$ cat config.mk
export PLATFORM = sky130hd
export DESIGN_NAME = tx_channel_ctrl_top
export DESIGN_NICKNAME = d
export VERILOG_FILES = /design/src/hdl/tx_channel_ctrl_pkg.sv /design/src/hdl/tx_channel_ctrl_mem.sv /design/src/hdl/tx_channel_ctrl_top.sv
export SDC_FILE = /design/constraint.sdc
export NUM_CORES = 1
export LEC_CHECK = 0
export BUFFER_PORTS_ARGS = -buffer_cell sky130_fd_sc_hd__buf_2
export CAP_MARGIN = 15
export CORE_UTILIZATION = 40
export DETAILED_ROUTE_END_ITERATION = 8
export GPL_ROUTABILITY_DRIVEN = 0
export PLACE_DENSITY_LB_ADDON = 0.08
export RECOVER_POWER = 100
export REMOVE_ABC_BUFFERS = 1
export SETUP_SLACK_MARGIN = 0.2
export SLEW_MARGIN = 5
export SYNTH_ARGS = -nofsm -noshare
export SYNTH_HDL_FRONTEND = slang
export SYNTH_SLANG_ARGS = --single-unit
$ cat constraint.sdc
create_clock -name sys_clk -period 6.65 [get_ports sys_clk]
set_input_delay 0.665 -clock sys_clk [delete_from_list [all_inputs] [get_ports sys_clk]]
set_output_delay 0.665 -clock sys_clk [all_outputs]
set_load 0.01 [all_outputs]
$ cat src/hdl/tx_channel_ctrl_pkg.sv
// Package with register map, field layout and timing constants of the per-timeslot controller.
package tx_channel_ctrl_pkg;
   // APB byte addresses; printed offsets are not multiples of four, so byte address = 4 * index.
   localparam logic [7:0]  IDX_CFG        = 8'h30;
   localparam logic [7:0]  IDX_STATUS     = 8'h31;
   localparam logic [7:0]  IDX_POINTER    = 8'h32;
   localparam logic [7:0]  IDX_BUFFER     = 8'h33;
   localparam logic [11:0] ADDR_CFG       = {2'h0, IDX_CFG, 2'h0};
   localparam logic [11:0] ADDR_STATUS    = {2'h0, IDX_STATUS, 2'h0};
   localparam logic [11:0] ADDR_POINTER   = {2'h0, IDX_POINTER, 2'h0};
   localparam logic [11:0] ADDR_BUFFER    = {2'h0, IDX_BUFFER, 2'h0};
   // Reset values.
   localparam logic [7:0]  RST_POINTER    = 8'h00;
   localparam logic [7:0]  RST_BUFFER     = 8'h00;
   localparam logic [1:0]  RST_CFG        = 2'h0;
   // Pointer register fields.
   localparam int          POS_OP_READ    = 7;
   // Configuration and status register fields.
   localparam int          POS_SLOT_EN    = 0;
   localparam int          POS_ACCESS_PTR = 1;
   localparam int          POS_BUSY       = 7;
   // Internal address ranges.
   localparam logic [6:0]  CTRL_BASE      = 7'h20;
   localparam logic [6:0]  CTRL_LAST      = 7'h3F;
   localparam logic [6:0]  IDLE_BASE      = 7'h40;
   localparam logic [6:0]  IDLE_LAST      = 7'h5F;
   // Control byte fields.
   localparam int          POS_REPLACE    = 7;
   localparam int          POS_MSEL0      = 6;
   localparam int          POS_MSEL1      = 5;
   localparam int          POS_SIG_ORIGIN = 4;
   // Access time: a read must land within this many ns.
   localparam int          ACCESS_NS      = 480;
   localparam int          CLK_NS         = 100;
   localparam int          ACCESS_CYC     = ACCESS_NS / CLK_NS;
   // Milliwatt patterns, one byte per row, bit 1 (first sent) in the MSB.
   localparam logic [63:0] ALAW_MW        = 64'h34_21_21_34_B4_A1_A1_B4;
   localparam logic [63:0] ULAW_MW        = 64'h1E_0B_0B_1E_9E_8B_8B_9E;
   // Indirect access sequencer states.
   typedef enum logic [1:0]
   {
      ST_IDLE  = 2'b00,
      ST_READ  = 2'b01,
      ST_WRITE = 2'b10,
      ST_DONE  = 2'b11
   } tx_channel_ctrl_state_t;
endpackage

$ cat src/hdl/tx_channel_ctrl_mem.sv
// Per-timeslot byte memory (32 control plus 32 idle bytes) with registered read ports.
`timescale 1ns/1ps
module tx_channel_ctrl_mem
#(
   parameter int AW = 6
)
(
   // Clock.
   input  wire logic          sys_clk,
   // Software port.
   input  wire logic          wr_en,
   input  wire logic [AW-1:0] sw_addr,
   input  wire logic [7:0]    wr_data,
   output logic      [7:0]    sw_rdata,
   // Transmit-side read port for control and idle bytes of one slot.
   input  wire logic [AW-2:0] slot,
   output logic      [7:0]    ctrl_rdata,
   output logic      [7:0]    idle_rdata
);
   logic [7:0] mem [0:(1<<AW)-1];

   // Memory has no reset; software is expected to program every slot before enabling.
   always_ff @(posedge sys_clk)
   begin
      if (wr_en)
         mem[sw_addr] <= wr_data;
      sw_rdata   <= mem[sw_addr];
      ctrl_rdata <= mem[{1'b0, slot}];
      idle_rdata <= mem[{1'b1, slot}];
   end
endmodule

$ cat src/hdl/tx_channel_ctrl_top.sv
// Transmit per-timeslot controller: APB registers, indirect access and PCM manipulation.
`timescale 1ns/1ps
module tx_channel_ctrl_top
(
   // Clock and reset.
   input  wire logic        sys_clk,
   input  wire logic        rst_n,
   // APB slave.
   input  wire logic        psel,
   input  wire logic        penable,
   input  wire logic        pwrite,
   input  wire logic [11:0] paddr,
   input  wire logic [31:0] pwdata,
   output logic      [31:0] prdata,
   output logic             pready,
   output logic             pslverr,
   // Transmit timeslot stream, one byte per slot, bit 1 in the MSB.
   input  wire logic        slot_valid,
   input  wire logic [4:0]  slot_num,
   input  wire logic [7:0]  backplane_tx_pcm,
   input  wire logic [3:0]  backplane_tx_signaling,
   input  wire logic        cas_mode,
   output logic             tx_valid_ff,
   output logic      [7:0]  tx_pcm_stream,
   output logic      [3:0]  tx_sig_ff
);
   // Registers.
   logic [7:0]               ptr_ff;
   logic [7:0]               buf_ff;
   logic [1:0]               cfg_ff;
   tx_channel_ctrl_pkg::tx_channel_ctrl_state_t    st_ff;
   tx_channel_ctrl_pkg::tx_channel_ctrl_state_t    nxt_st;
   logic [2:0]               mw_phase_ff;
   logic [7:0]               pcm_d1_ff;
   logic [3:0]               sig_d1_ff;
   logic                     val_d1_ff;
   logic [4:0]               slot_d1_ff;
   logic [7:0]               tx_pcm_ff;
   // Memory interface.
   logic [7:0]               sw_rdata;
   logic [7:0]               ctrl_byte;
   logic [7:0]               idle_byte;

   // APB decode.
   wire        apb_acc     = psel & penable;
   wire        apb_wr      = apb_acc & pwrite;
   wire        hit_cfg     = (paddr == tx_channel_ctrl_pkg::ADDR_CFG);
   wire        hit_status  = (paddr == tx_channel_ctrl_pkg::ADDR_STATUS);
   wire        hit_ptr     = (paddr == tx_channel_ctrl_pkg::ADDR_POINTER);
   wire        hit_buf     = (paddr == tx_channel_ctrl_pkg::ADDR_BUFFER);
   wire        hit_any     = hit_cfg | hit_status | hit_ptr | hit_buf;
   wire        busy        = (st_ff != tx_channel_ctrl_pkg::ST_IDLE);
   wire [6:0]  tgt_addr    = ptr_ff[6:0];
   // Valid internal targets are the two banks; other addresses are ignored.
   wire        tgt_valid   = (tgt_addr >= tx_channel_ctrl_pkg::CTRL_BASE) &&
                             (tgt_addr <= tx_channel_ctrl_pkg::IDLE_LAST);
   wire        new_valid   = (pwdata[6:0] >= tx_channel_ctrl_pkg::CTRL_BASE) &&
                             (pwdata[6:0] <= tx_channel_ctrl_pkg::IDLE_LAST);
   wire        launch      = apb_wr & hit_ptr & new_valid & ~busy;
   // Bank bit: 20H-3FH maps to 0..31, 40H-5FH to 32..63.
   wire [5:0]  mem_addr    = {tgt_addr[6], tgt_addr[4:0]};
   wire        mem_wr      = (st_ff == tx_channel_ctrl_pkg::ST_WRITE);
   wire [7:0]  rd_mux      = hit_cfg    ? {6'h00, cfg_ff} :
                             hit_status ? {busy, 7'h00} :
                             hit_ptr    ? ptr_ff : buf_ff;

   tx_channel_ctrl_mem #(.AW(6)) u_mem
   (
      .sys_clk    (sys_clk),
      .wr_en      (mem_wr),
      .sw_addr    (mem_addr),
      .wr_data    (buf_ff),
      .sw_rdata   (sw_rdata),
      .slot       (slot_num),
      .ctrl_rdata (ctrl_byte),
      .idle_rdata (idle_byte)
   );

   // Indirect access sequencer; a read needs one cycle for the registered memory port.
   always_comb
   begin
      nxt_st = st_ff;
      case (st_ff)
         tx_channel_ctrl_pkg::ST_IDLE:
            if (launch)
               nxt_st = pwdata[tx_channel_ctrl_pkg::POS_OP_READ] ? tx_channel_ctrl_pkg::ST_READ
                                                     : tx_channel_ctrl_pkg::ST_WRITE;
         tx_channel_ctrl_pkg::ST_READ:  nxt_st = tx_channel_ctrl_pkg::ST_DONE;
         tx_channel_ctrl_pkg::ST_WRITE: nxt_st = tx_channel_ctrl_pkg::ST_IDLE;
         tx_channel_ctrl_pkg::ST_DONE:  nxt_st = tx_channel_ctrl_pkg::ST_IDLE;
         default:            nxt_st = tx_channel_ctrl_pkg::ST_IDLE;
      endcase
   end

   // Sequencer state.
   always_ff @(posedge sys_clk or negedge rst_n)
   begin
      if (!rst_n)
         st_ff <= tx_channel_ctrl_pkg::ST_IDLE;
      else
         st_ff <= nxt_st;
   end

   // Software registers; pointer writes while busy are dropped to protect the access in flight.
   always_ff @(posedge sys_clk or negedge rst_n)
   begin
      if (!rst_n)
      begin
         ptr_ff <= tx_channel_ctrl_pkg::RST_POINTER;
         buf_ff <= tx_channel_ctrl_pkg::RST_BUFFER;
         cfg_ff <= tx_channel_ctrl_pkg::RST_CFG;
      end
      else
      begin
         if (apb_wr && hit_ptr && !busy)
            ptr_ff <= pwdata[7:0];
         if (st_ff == tx_channel_ctrl_pkg::ST_DONE)
            buf_ff <= sw_rdata;
         else if (apb_wr && hit_buf && !busy)
            buf_ff <= pwdata[7:0];
         if (apb_wr && hit_cfg)
            cfg_ff <= pwdata[1:0];
      end
   end

   // APB answer: zero wait states, unmapped addresses flag an error and read zero.
   always_ff @(posedge sys_clk or negedge rst_n)
   begin
      if (!rst_n)
      begin
         prdata  <= 32'h0000_0000;
         pready  <= 1'b0;
         pslverr <= 1'b0;
      end
      else
      begin
         pready  <= psel & ~penable;
         pslverr <= psel & ~penable & ~hit_any;
         prdata  <= (psel & ~penable & hit_any) ? {24'h00_0000, rd_mux} : 32'h0000_0000;
      end
   end

   // Pipeline stage aligning the stream with the registered slot bytes.
   always_ff @(posedge sys_clk or negedge rst_n)
   begin
      if (!rst_n)
      begin
         val_d1_ff  <= 1'b0;
         pcm_d1_ff  <= 8'h00;
         sig_d1_ff  <= 4'h0;
         slot_d1_ff <= 5'h00;
      end
      else
      begin
         val_d1_ff  <= slot_valid;
         pcm_d1_ff  <= backplane_tx_pcm;
         sig_d1_ff  <= backplane_tx_signaling;
         slot_d1_ff <= slot_num;
      end
   end

   // Control byte decode.
   wire        replace_enable       = ctrl_byte[tx_channel_ctrl_pkg::POS_REPLACE];
   wire        manip_sel_0          = ctrl_byte[tx_channel_ctrl_pkg::POS_MSEL0];
   wire        manip_sel_1          = ctrl_byte[tx_channel_ctrl_pkg::POS_MSEL1];
   wire        signaling_origin_sel = ctrl_byte[tx_channel_ctrl_pkg::POS_SIG_ORIGIN];
   wire        slots_on             = cfg_ff[tx_channel_ctrl_pkg::POS_SLOT_EN];
   wire [5:0]  mw_shift             = 6'(({3'h0, mw_phase_ff} ^ 6'h07) << 3);
   wire [7:0]  alaw_byte            = 8'(tx_channel_ctrl_pkg::ALAW_MW >> mw_shift);
   wire [7:0]  ulaw_byte            = 8'(tx_channel_ctrl_pkg::ULAW_MW >> mw_shift);
   // Inversion masks; bit 1 sits in the MSB, so odd bits are 8'hAA.
   wire [7:0]  inv_mask             = {manip_sel_0, manip_sel_1} == 2'b01 ? 8'hAA :
                                      {manip_sel_0, manip_sel_1} == 2'b10 ? 8'h55 :
                                      {manip_sel_0, manip_sel_1} == 2'b11 ? 8'hFF :
                                      8'h00;
   // Idle byte sent MSB first, which is the first transmitted position.
   wire [7:0]  manip_pcm            = !replace_enable ? pcm_d1_ff ^ inv_mask :
                                      !manip_sel_0    ? idle_byte :
                                      !manip_sel_1    ? alaw_byte :
                                      ulaw_byte;
   wire [7:0]  out_pcm              = slots_on ? manip_pcm : pcm_d1_ff;
   wire        use_alt_sig          = slots_on & cas_mode & signaling_origin_sel;
   wire [3:0]  out_sig              = use_alt_sig ? ctrl_byte[3:0] : sig_d1_ff;

   // Output stage; milliwatt phase advances once per frame, at slot 31.
   always_ff @(posedge sys_clk or negedge rst_n)
   begin
      if (!rst_n)
      begin
         tx_valid_ff <= 1'b0;
         tx_pcm_ff   <= 8'h00;
         tx_sig_ff   <= 4'h0;
         mw_phase_ff <= 3'h0;
      end
      else
      begin
         tx_valid_ff <= val_d1_ff;
         if (val_d1_ff)
         begin
            tx_pcm_ff <= out_pcm;
            tx_sig_ff <= out_sig;
         end
         if (val_d1_ff && slot_d1_ff == 5'h1F)
            mw_phase_ff <= mw_phase_ff + 3'h1;
      end
   end

   assign tx_pcm_stream = tx_pcm_ff;

   // A read completes in two cycles, well inside the allowed time.
   chk_read_deadline: assert property (@(posedge sys_clk) disable iff (!rst_n)
      (st_ff == tx_channel_ctrl_pkg::ST_READ) |-> ##[1:3] (st_ff == tx_channel_ctrl_pkg::ST_IDLE))
      else $error("Indirect read exceeded access time.");

   chk_launch_read: assert property (@(posedge sys_clk) disable iff (!rst_n)
      launch && pwdata[7] |=> st_ff == tx_channel_ctrl_pkg::ST_READ)
      else $error("Read request did not start a read.");

   chk_launch_write: assert property (@(posedge sys_clk) disable iff (!rst_n)
      launch && !pwdata[7] |=> st_ff == tx_channel_ctrl_pkg::ST_WRITE ##1 !busy)
      else $error("Write request did not complete in one cycle.");

   chk_read_data: assert property (@(posedge sys_clk) disable iff (!rst_n)
      st_ff == tx_channel_ctrl_pkg::ST_DONE |=> buf_ff == $past(sw_rdata))
      else $error("Read data not placed in buffer.");

   chk_pass_thru: assert property (@(posedge sys_clk) disable iff (!rst_n)
      val_d1_ff && (!slots_on || ctrl_byte[7:5] == 3'b000) |=> tx_pcm_ff == $past(pcm_d1_ff))
      else $error("Pass-through data altered.");

   chk_full_invert: assert property (@(posedge sys_clk) disable iff (!rst_n)
      val_d1_ff && slots_on && ctrl_byte[7:5] == 3'b011 |=> tx_pcm_ff == ~$past(pcm_d1_ff))
      else $error("Full inversion wrong.");

   chk_idle_subst: assert property (@(posedge sys_clk) disable iff (!rst_n)
      val_d1_ff && slots_on && ctrl_byte[7:6] == 2'b10 |=> tx_pcm_ff == $past(idle_byte))
      else $error("Idle byte not substituted.");

   chk_sig_source: assert property (@(posedge sys_clk) disable iff (!rst_n)
      val_d1_ff && !cas_mode |=> tx_sig_ff == $past(sig_d1_ff))
      else $error("Signaling origin used without CAS.");
endmodule

# After elaboration in Yosys (flattened, before gate mapping)
# Memories as Yosys holds them, arrays and structs flattened. A register that Yosys moved wholly into a read port is not among the register bits.
# Cells that the tools add are included.
# op_classes
addsub	1
order_cmp	2
n_eq_ne	12
shift	2
muxes	19
bitwise	18
reduce_logical	12
# ops
operator	n
$mux W8	13
$shr A62 B6 Y8 const A	1
$shr A61 B6 Y8 const A	1
$eq A12 B8 Y1 const B	4
$and A1 B1 Y1	10
$eq A2 B2 Y1 const B	4
$xor A8 B8 Y8	1
$ge A7 B6 Y1 const B	1
$le A7 B7 Y1 const B	1
$logic_and A1 B1 Y1	7
$pmux W2 S3	1
$eq A5 B5 Y1 const B	1
$eq A2 B1 Y1 const B	2
$mux W2	2
$mux W4	1
$reduce_bool A2 Y1	2
$add A3 B1 Y3 const B	1
$not A1 Y1	3
$not A3 Y3	1
$or A1 B1 Y1	3
$logic_not A2 Y1	1
$mux W1	2
$ne A2 B2 Y1 const B	1
$reduce_or A2 Y1	1
$logic_not A1 Y1	1
# word_totals
regBits	64
mem_bits_rw	512
inputBits	68
out_inout_bits	47
wordCells	82
n_memories	1
# mem_list
memory	depth	width	rd	rd_clocked_by_memory_dff	wr	line_no	source
u_mem.mem	64	8	3	3	1	tx_channel_ctrl_mem.sv:20	logic [7:0] mem [0:(1<<AW)-1];

# Logic depth before layout (Yosys ltp)
# logic_depth
ltp_word	7
mapped_depth	10
mapped_depth_nobuf	6

# Modules after synthesis
# Synthesis repeated with hierarchy kept, for this count alone.
# unflattened
cells_unflattened	1713
area_unflattened_um2	27463.8
# modules_own_cells
mod	instances	cells_each	area_each_um2	seq_area_each_um2
tx_channel_ctrl_mem	1	1456	24558.6	15855.2
tx_channel_ctrl_top	1	257	2905.3	1601.5

# Worst setup path before layout
# No wires, ideal clock.
# synth_path
kind	input port to flip-flop
from	in slot_num[0]
to	reg u_mem.ctrl_rdata[7] (read register of u_mem.mem)
setup_ps	121
t_arrival_ps	2424
required_ps	6529
setup_slack_ps	4105
stages	5
path_buffers	2
path_cell_list	clkbuf_1 buf_2 mux4_2 mux4_2 mux2_2
# synth_lines
element	line_no	source
start: declaration	tx_channel_ctrl_top.sv:19	input wire logic [4:0] slot_num,
end: declaration	tx_channel_ctrl_mem.sv:17	output logic [7:0] ctrl_rdata,

==> results.py <==
metrics = {
    "critical_path": {
        "r2r_start": "ptr_ff[1]",
        "regToRegSetupSlack_ns": 1.64,
        "worst_r2r_endpoint": "u_mem.sw_rdata[6]",
        "path_class": "reg -> reg",
        "critPathLaunchType": "flip-flop",
        "worst_ep_required_time_ns": 7.12,
        "end_kind": "flip-flop",
        "worst_ep_arrival_time_ns": 5.48,
        "critical_path_peak_fanout": 34,
        "reg2reg_depth": 8,
    },
    "cts": {
        "htree_levels": 3,
        "cts.sinks": 600,
        "root_buffer": "clkbuf_16",
        "post-cts-setup-buffers": 0,
        "cts_tree": "yes",
        "cts_inserted_buffers": 67,
        "clkLatencyLatePin_ns": 0.60,
        "ctsHoldBuffers": 0,
        "clk_pin_slew_ns": 0.06,
        "cts.path.max_buffers": 3,
        "cts_resized": 0,
    },
    "sta": {
        "hold_violations": 0,
        "slew_violations": 612,
        "fin_setup_tns_ns": 0,
        "tightest_slew_ns": 3.53,
        "slew_headroom_pct": -136,
        "period_minus_slack_ns": 5.01,
        "period_share_pct": 75.3,
        "hold_ws_ns": 0.176,
        "clock_skew_ns": 0.0144,
        "clock.fmax_ghz": 0.200,
        "rsz0062_at_grt": "no",
        "finalSetupViolations": 0,
    },
    "place": {
        "io_buffers": 66,
        "place_area_um2": 28100,
        "dp_hpwl_um": 57900,
    },
    "global_routing": {
        "grt_max_degree": 78,
        "grt_remaining_overflow": 0,
        "grt_pass1_wl_um": 130000,
        "grt_antenna_before_repair": 3,
        "grt_use_total_pct": 27.3,
        "grt_pass1_vias": 17043,
    },
    "power": {
        "clkPwrFrac_pct": 47.5,
        "p_sw_uw": 1680,
        "power.density_nw_per_um2": 269,
        "internal_power_uw": 6460,
        "p_sw_share_pct": 20.6,
        "p_leak_uw": 0.0112,
        "finalPower_uw": 8140,
        "seq_power_share_pct": 49.9,
        "p_comb_share_pct": 2.6,
        "ir_drop_mv": 0.147,
    },
    "detailed_routing": {
        "dr.first_iter.drc_count": 2389,
        "drc_errors": 0,
        "wl_per_cell_um": 35.6,
        "routed_wl_um": 92900,
        "viasPerCell": 6.60,
        "postRouteAntennaNets": 0,
        "vias": 17187,
        "drt_pass1_iterations": 6,
    },
    "yosys": {
        "synth-warning-count": 0,
        "ys_seq_elements": 600,
        "netlist_instances": 1645,
        "yosysTopAreaCellShare_pct": 57.0,
        "synth-main-ff-cell": "edfxtp_1",
        "synth_most_common_cell": "edfxtp_1",
        "ys_top_cells_by_area": "edfxtp_1 (57%), mux4_2 (14%), dfrtp_1 (5.9%)",
        "yosys.area.top_type": "edfxtp_1",
        "syn_area_per_cell_um2": 16.4,
        "yosysUniqueCellTypes": 64,
        "synth-async-reset-ratio_pct": 10.7,
        "syn-cell-area_um2": 27000,
        "netlist_top_cells_count": "edfxtp_1 (512), mux4_2 (170), nor2_1 (129), a221oi_1 (112), a22oi_1 (75)",
        "synth-edff-count": 512,
        "ys_seq_area_share_pct": 64.7,
    },
    "die": {
        "fp.coreArea_um2": 66200,
        "initial_core_util_pct": 40.7,
        "dieArea_um2": 68500,
        "die-width_um": 262,
        "num_rows": 94,
        "io-pin-count": 115,
        "die_h_um": 262,
    },
    "cells_and_area": {
        "area_delta_synth_final_pct": 12.2,
        "design_area_um2": 30300,
        "fin_nets": 1759,
        "diodes": 0,
        "layout-drive-gt1-share_pct": 22.1,
    },
    "worst_hold_path": {
        "holdPathStages": 1,
        "min_to": "pcm_d1_ff[3]",
        "hold_start": "backplane_tx_pcm[3]",
        "worstHoldPathType": "in -> reg",
    },
    "run_status": {
        "status": "complete, but fails checks",
        "violations": "max-capacitance violations, max-slew violations",
    },
    "run": {
        "maxCapViolations": 15,
    },
}
[flip-flops by register name, indices dropped and copies added (netlist names)]
signal	count
pslverr	1
u_mem.ctrl_rdata	8
tx_sig_ff	4
buf_ff	8
u_mem.idle_rdata	8
u_mem.mem	512
tx_valid_ff	1
st_ff	2
val_d1_ff	1
pready	1
ptr_ff	8
mw_phase_ff	3
tx_pcm_stream	8
u_mem.sw_rdata	8
cfg_ff	2
sig_d1_ff	4
prdata	8
pcm_d1_ff	8
slot_d1_ff	5
[cell type report]
cell class / count / area [um2]
clock buffer: 89 / 1910
clock inverter: 32 / 365
fill: 5750 / 35900
inverter: 6 / 22.5
multi-input combinational: 904 / 8840
sequential: 600 / 17500
tap: 864 / 1080
timing repair buffer: 111 / 594
[metal layers]
layer	track usage, %	up-vias	routed length [um]
met5	0	-	0
met4	8.54	0	2420
met3	5.16	165	9090
met2	41.8	1083	42100
met1	39.5	9027	39200
li1	-	6912	-
[cells in the final DEF, fill, tap and decap left out, types with 30 or more instances in the layout]
cell type,n
a221oi_1,112
a22oi_1,75
buf_2,32
buf_4,30
clkbuf_1,60
clkbuf_16,73
dfrtp_1,61
edfxtp_1,512
mux2_2,36
mux2i_1,42
mux4_2,170
nand2_1,42
nor2_1,129
o21ai_0,48
[per-stage QoR]
stage	instances	util, %	setup WS, ns
floorplan	1510	-	1.76
global placement	2481	42.5	2.98
detailed placement	2481	42.5	3.01
CTS	2602	45.9	3.01
global route	2606	45.7	1.55
finish	2606	45.7	1.64
[how the worst max path moves through the flow]
stage                start                   to  slack, ns  cells after the start
6_report         ptr_ff[1]    u_mem.sw_rdata[6]       1.64                      8
2_1_floorplan    ptr_ff[1]     u_mem.mem[10][0]       1.76                      3
4_1_cts          ptr_ff[1]     u_mem.mem[56][6]       3.01                      4
3_5_place_dp   slot_num[0]  u_mem.ctrl_rdata[1]       3.01                      5
5_1_grt          ptr_ff[1]    u_mem.sw_rdata[2]       1.55                      8
3_3_place_gp     ptr_ff[1]     u_mem.mem[56][0]       2.98                      4
[critical path, cell delays in order (launching register included)]
cell and delay, ns:
dfrtp_4 0.81, clkbuf_1 1.80, nor2_1 0.12, clkbuf_1 0.53, a22oi_1 0.31, a21oi_1 0.09
o21ai_0 0.67, nand4_1 0.16, or3_1 0.37
[cells by family after synthesis]
group	count (synthesis)	share of synthesized area [%]
buffers and inverters	164	2.92
multiplexers	261	17.8
AO/OA/AOI/OAI	358	10.0
XOR/XNOR	3	0.0974
adder cells (fa/ha/maj)	1	0.0464
flip-flops	600	64.7
other	1	0.0139
AND/OR/NAND/NOR	257	4.41
[power by group through the flow]
stage	clock network [uW]	registers (uW)	logic, uW
3_3_place_gp	0	4140	216
6_report	3860	4060	212
3_5_place_dp	0	4140	216
2_1_floorplan	0	4140	78.7
4_1_cts	3920	4060	216
5_1_grt	4060	4060	227
(Power assumes the default switching activity.)
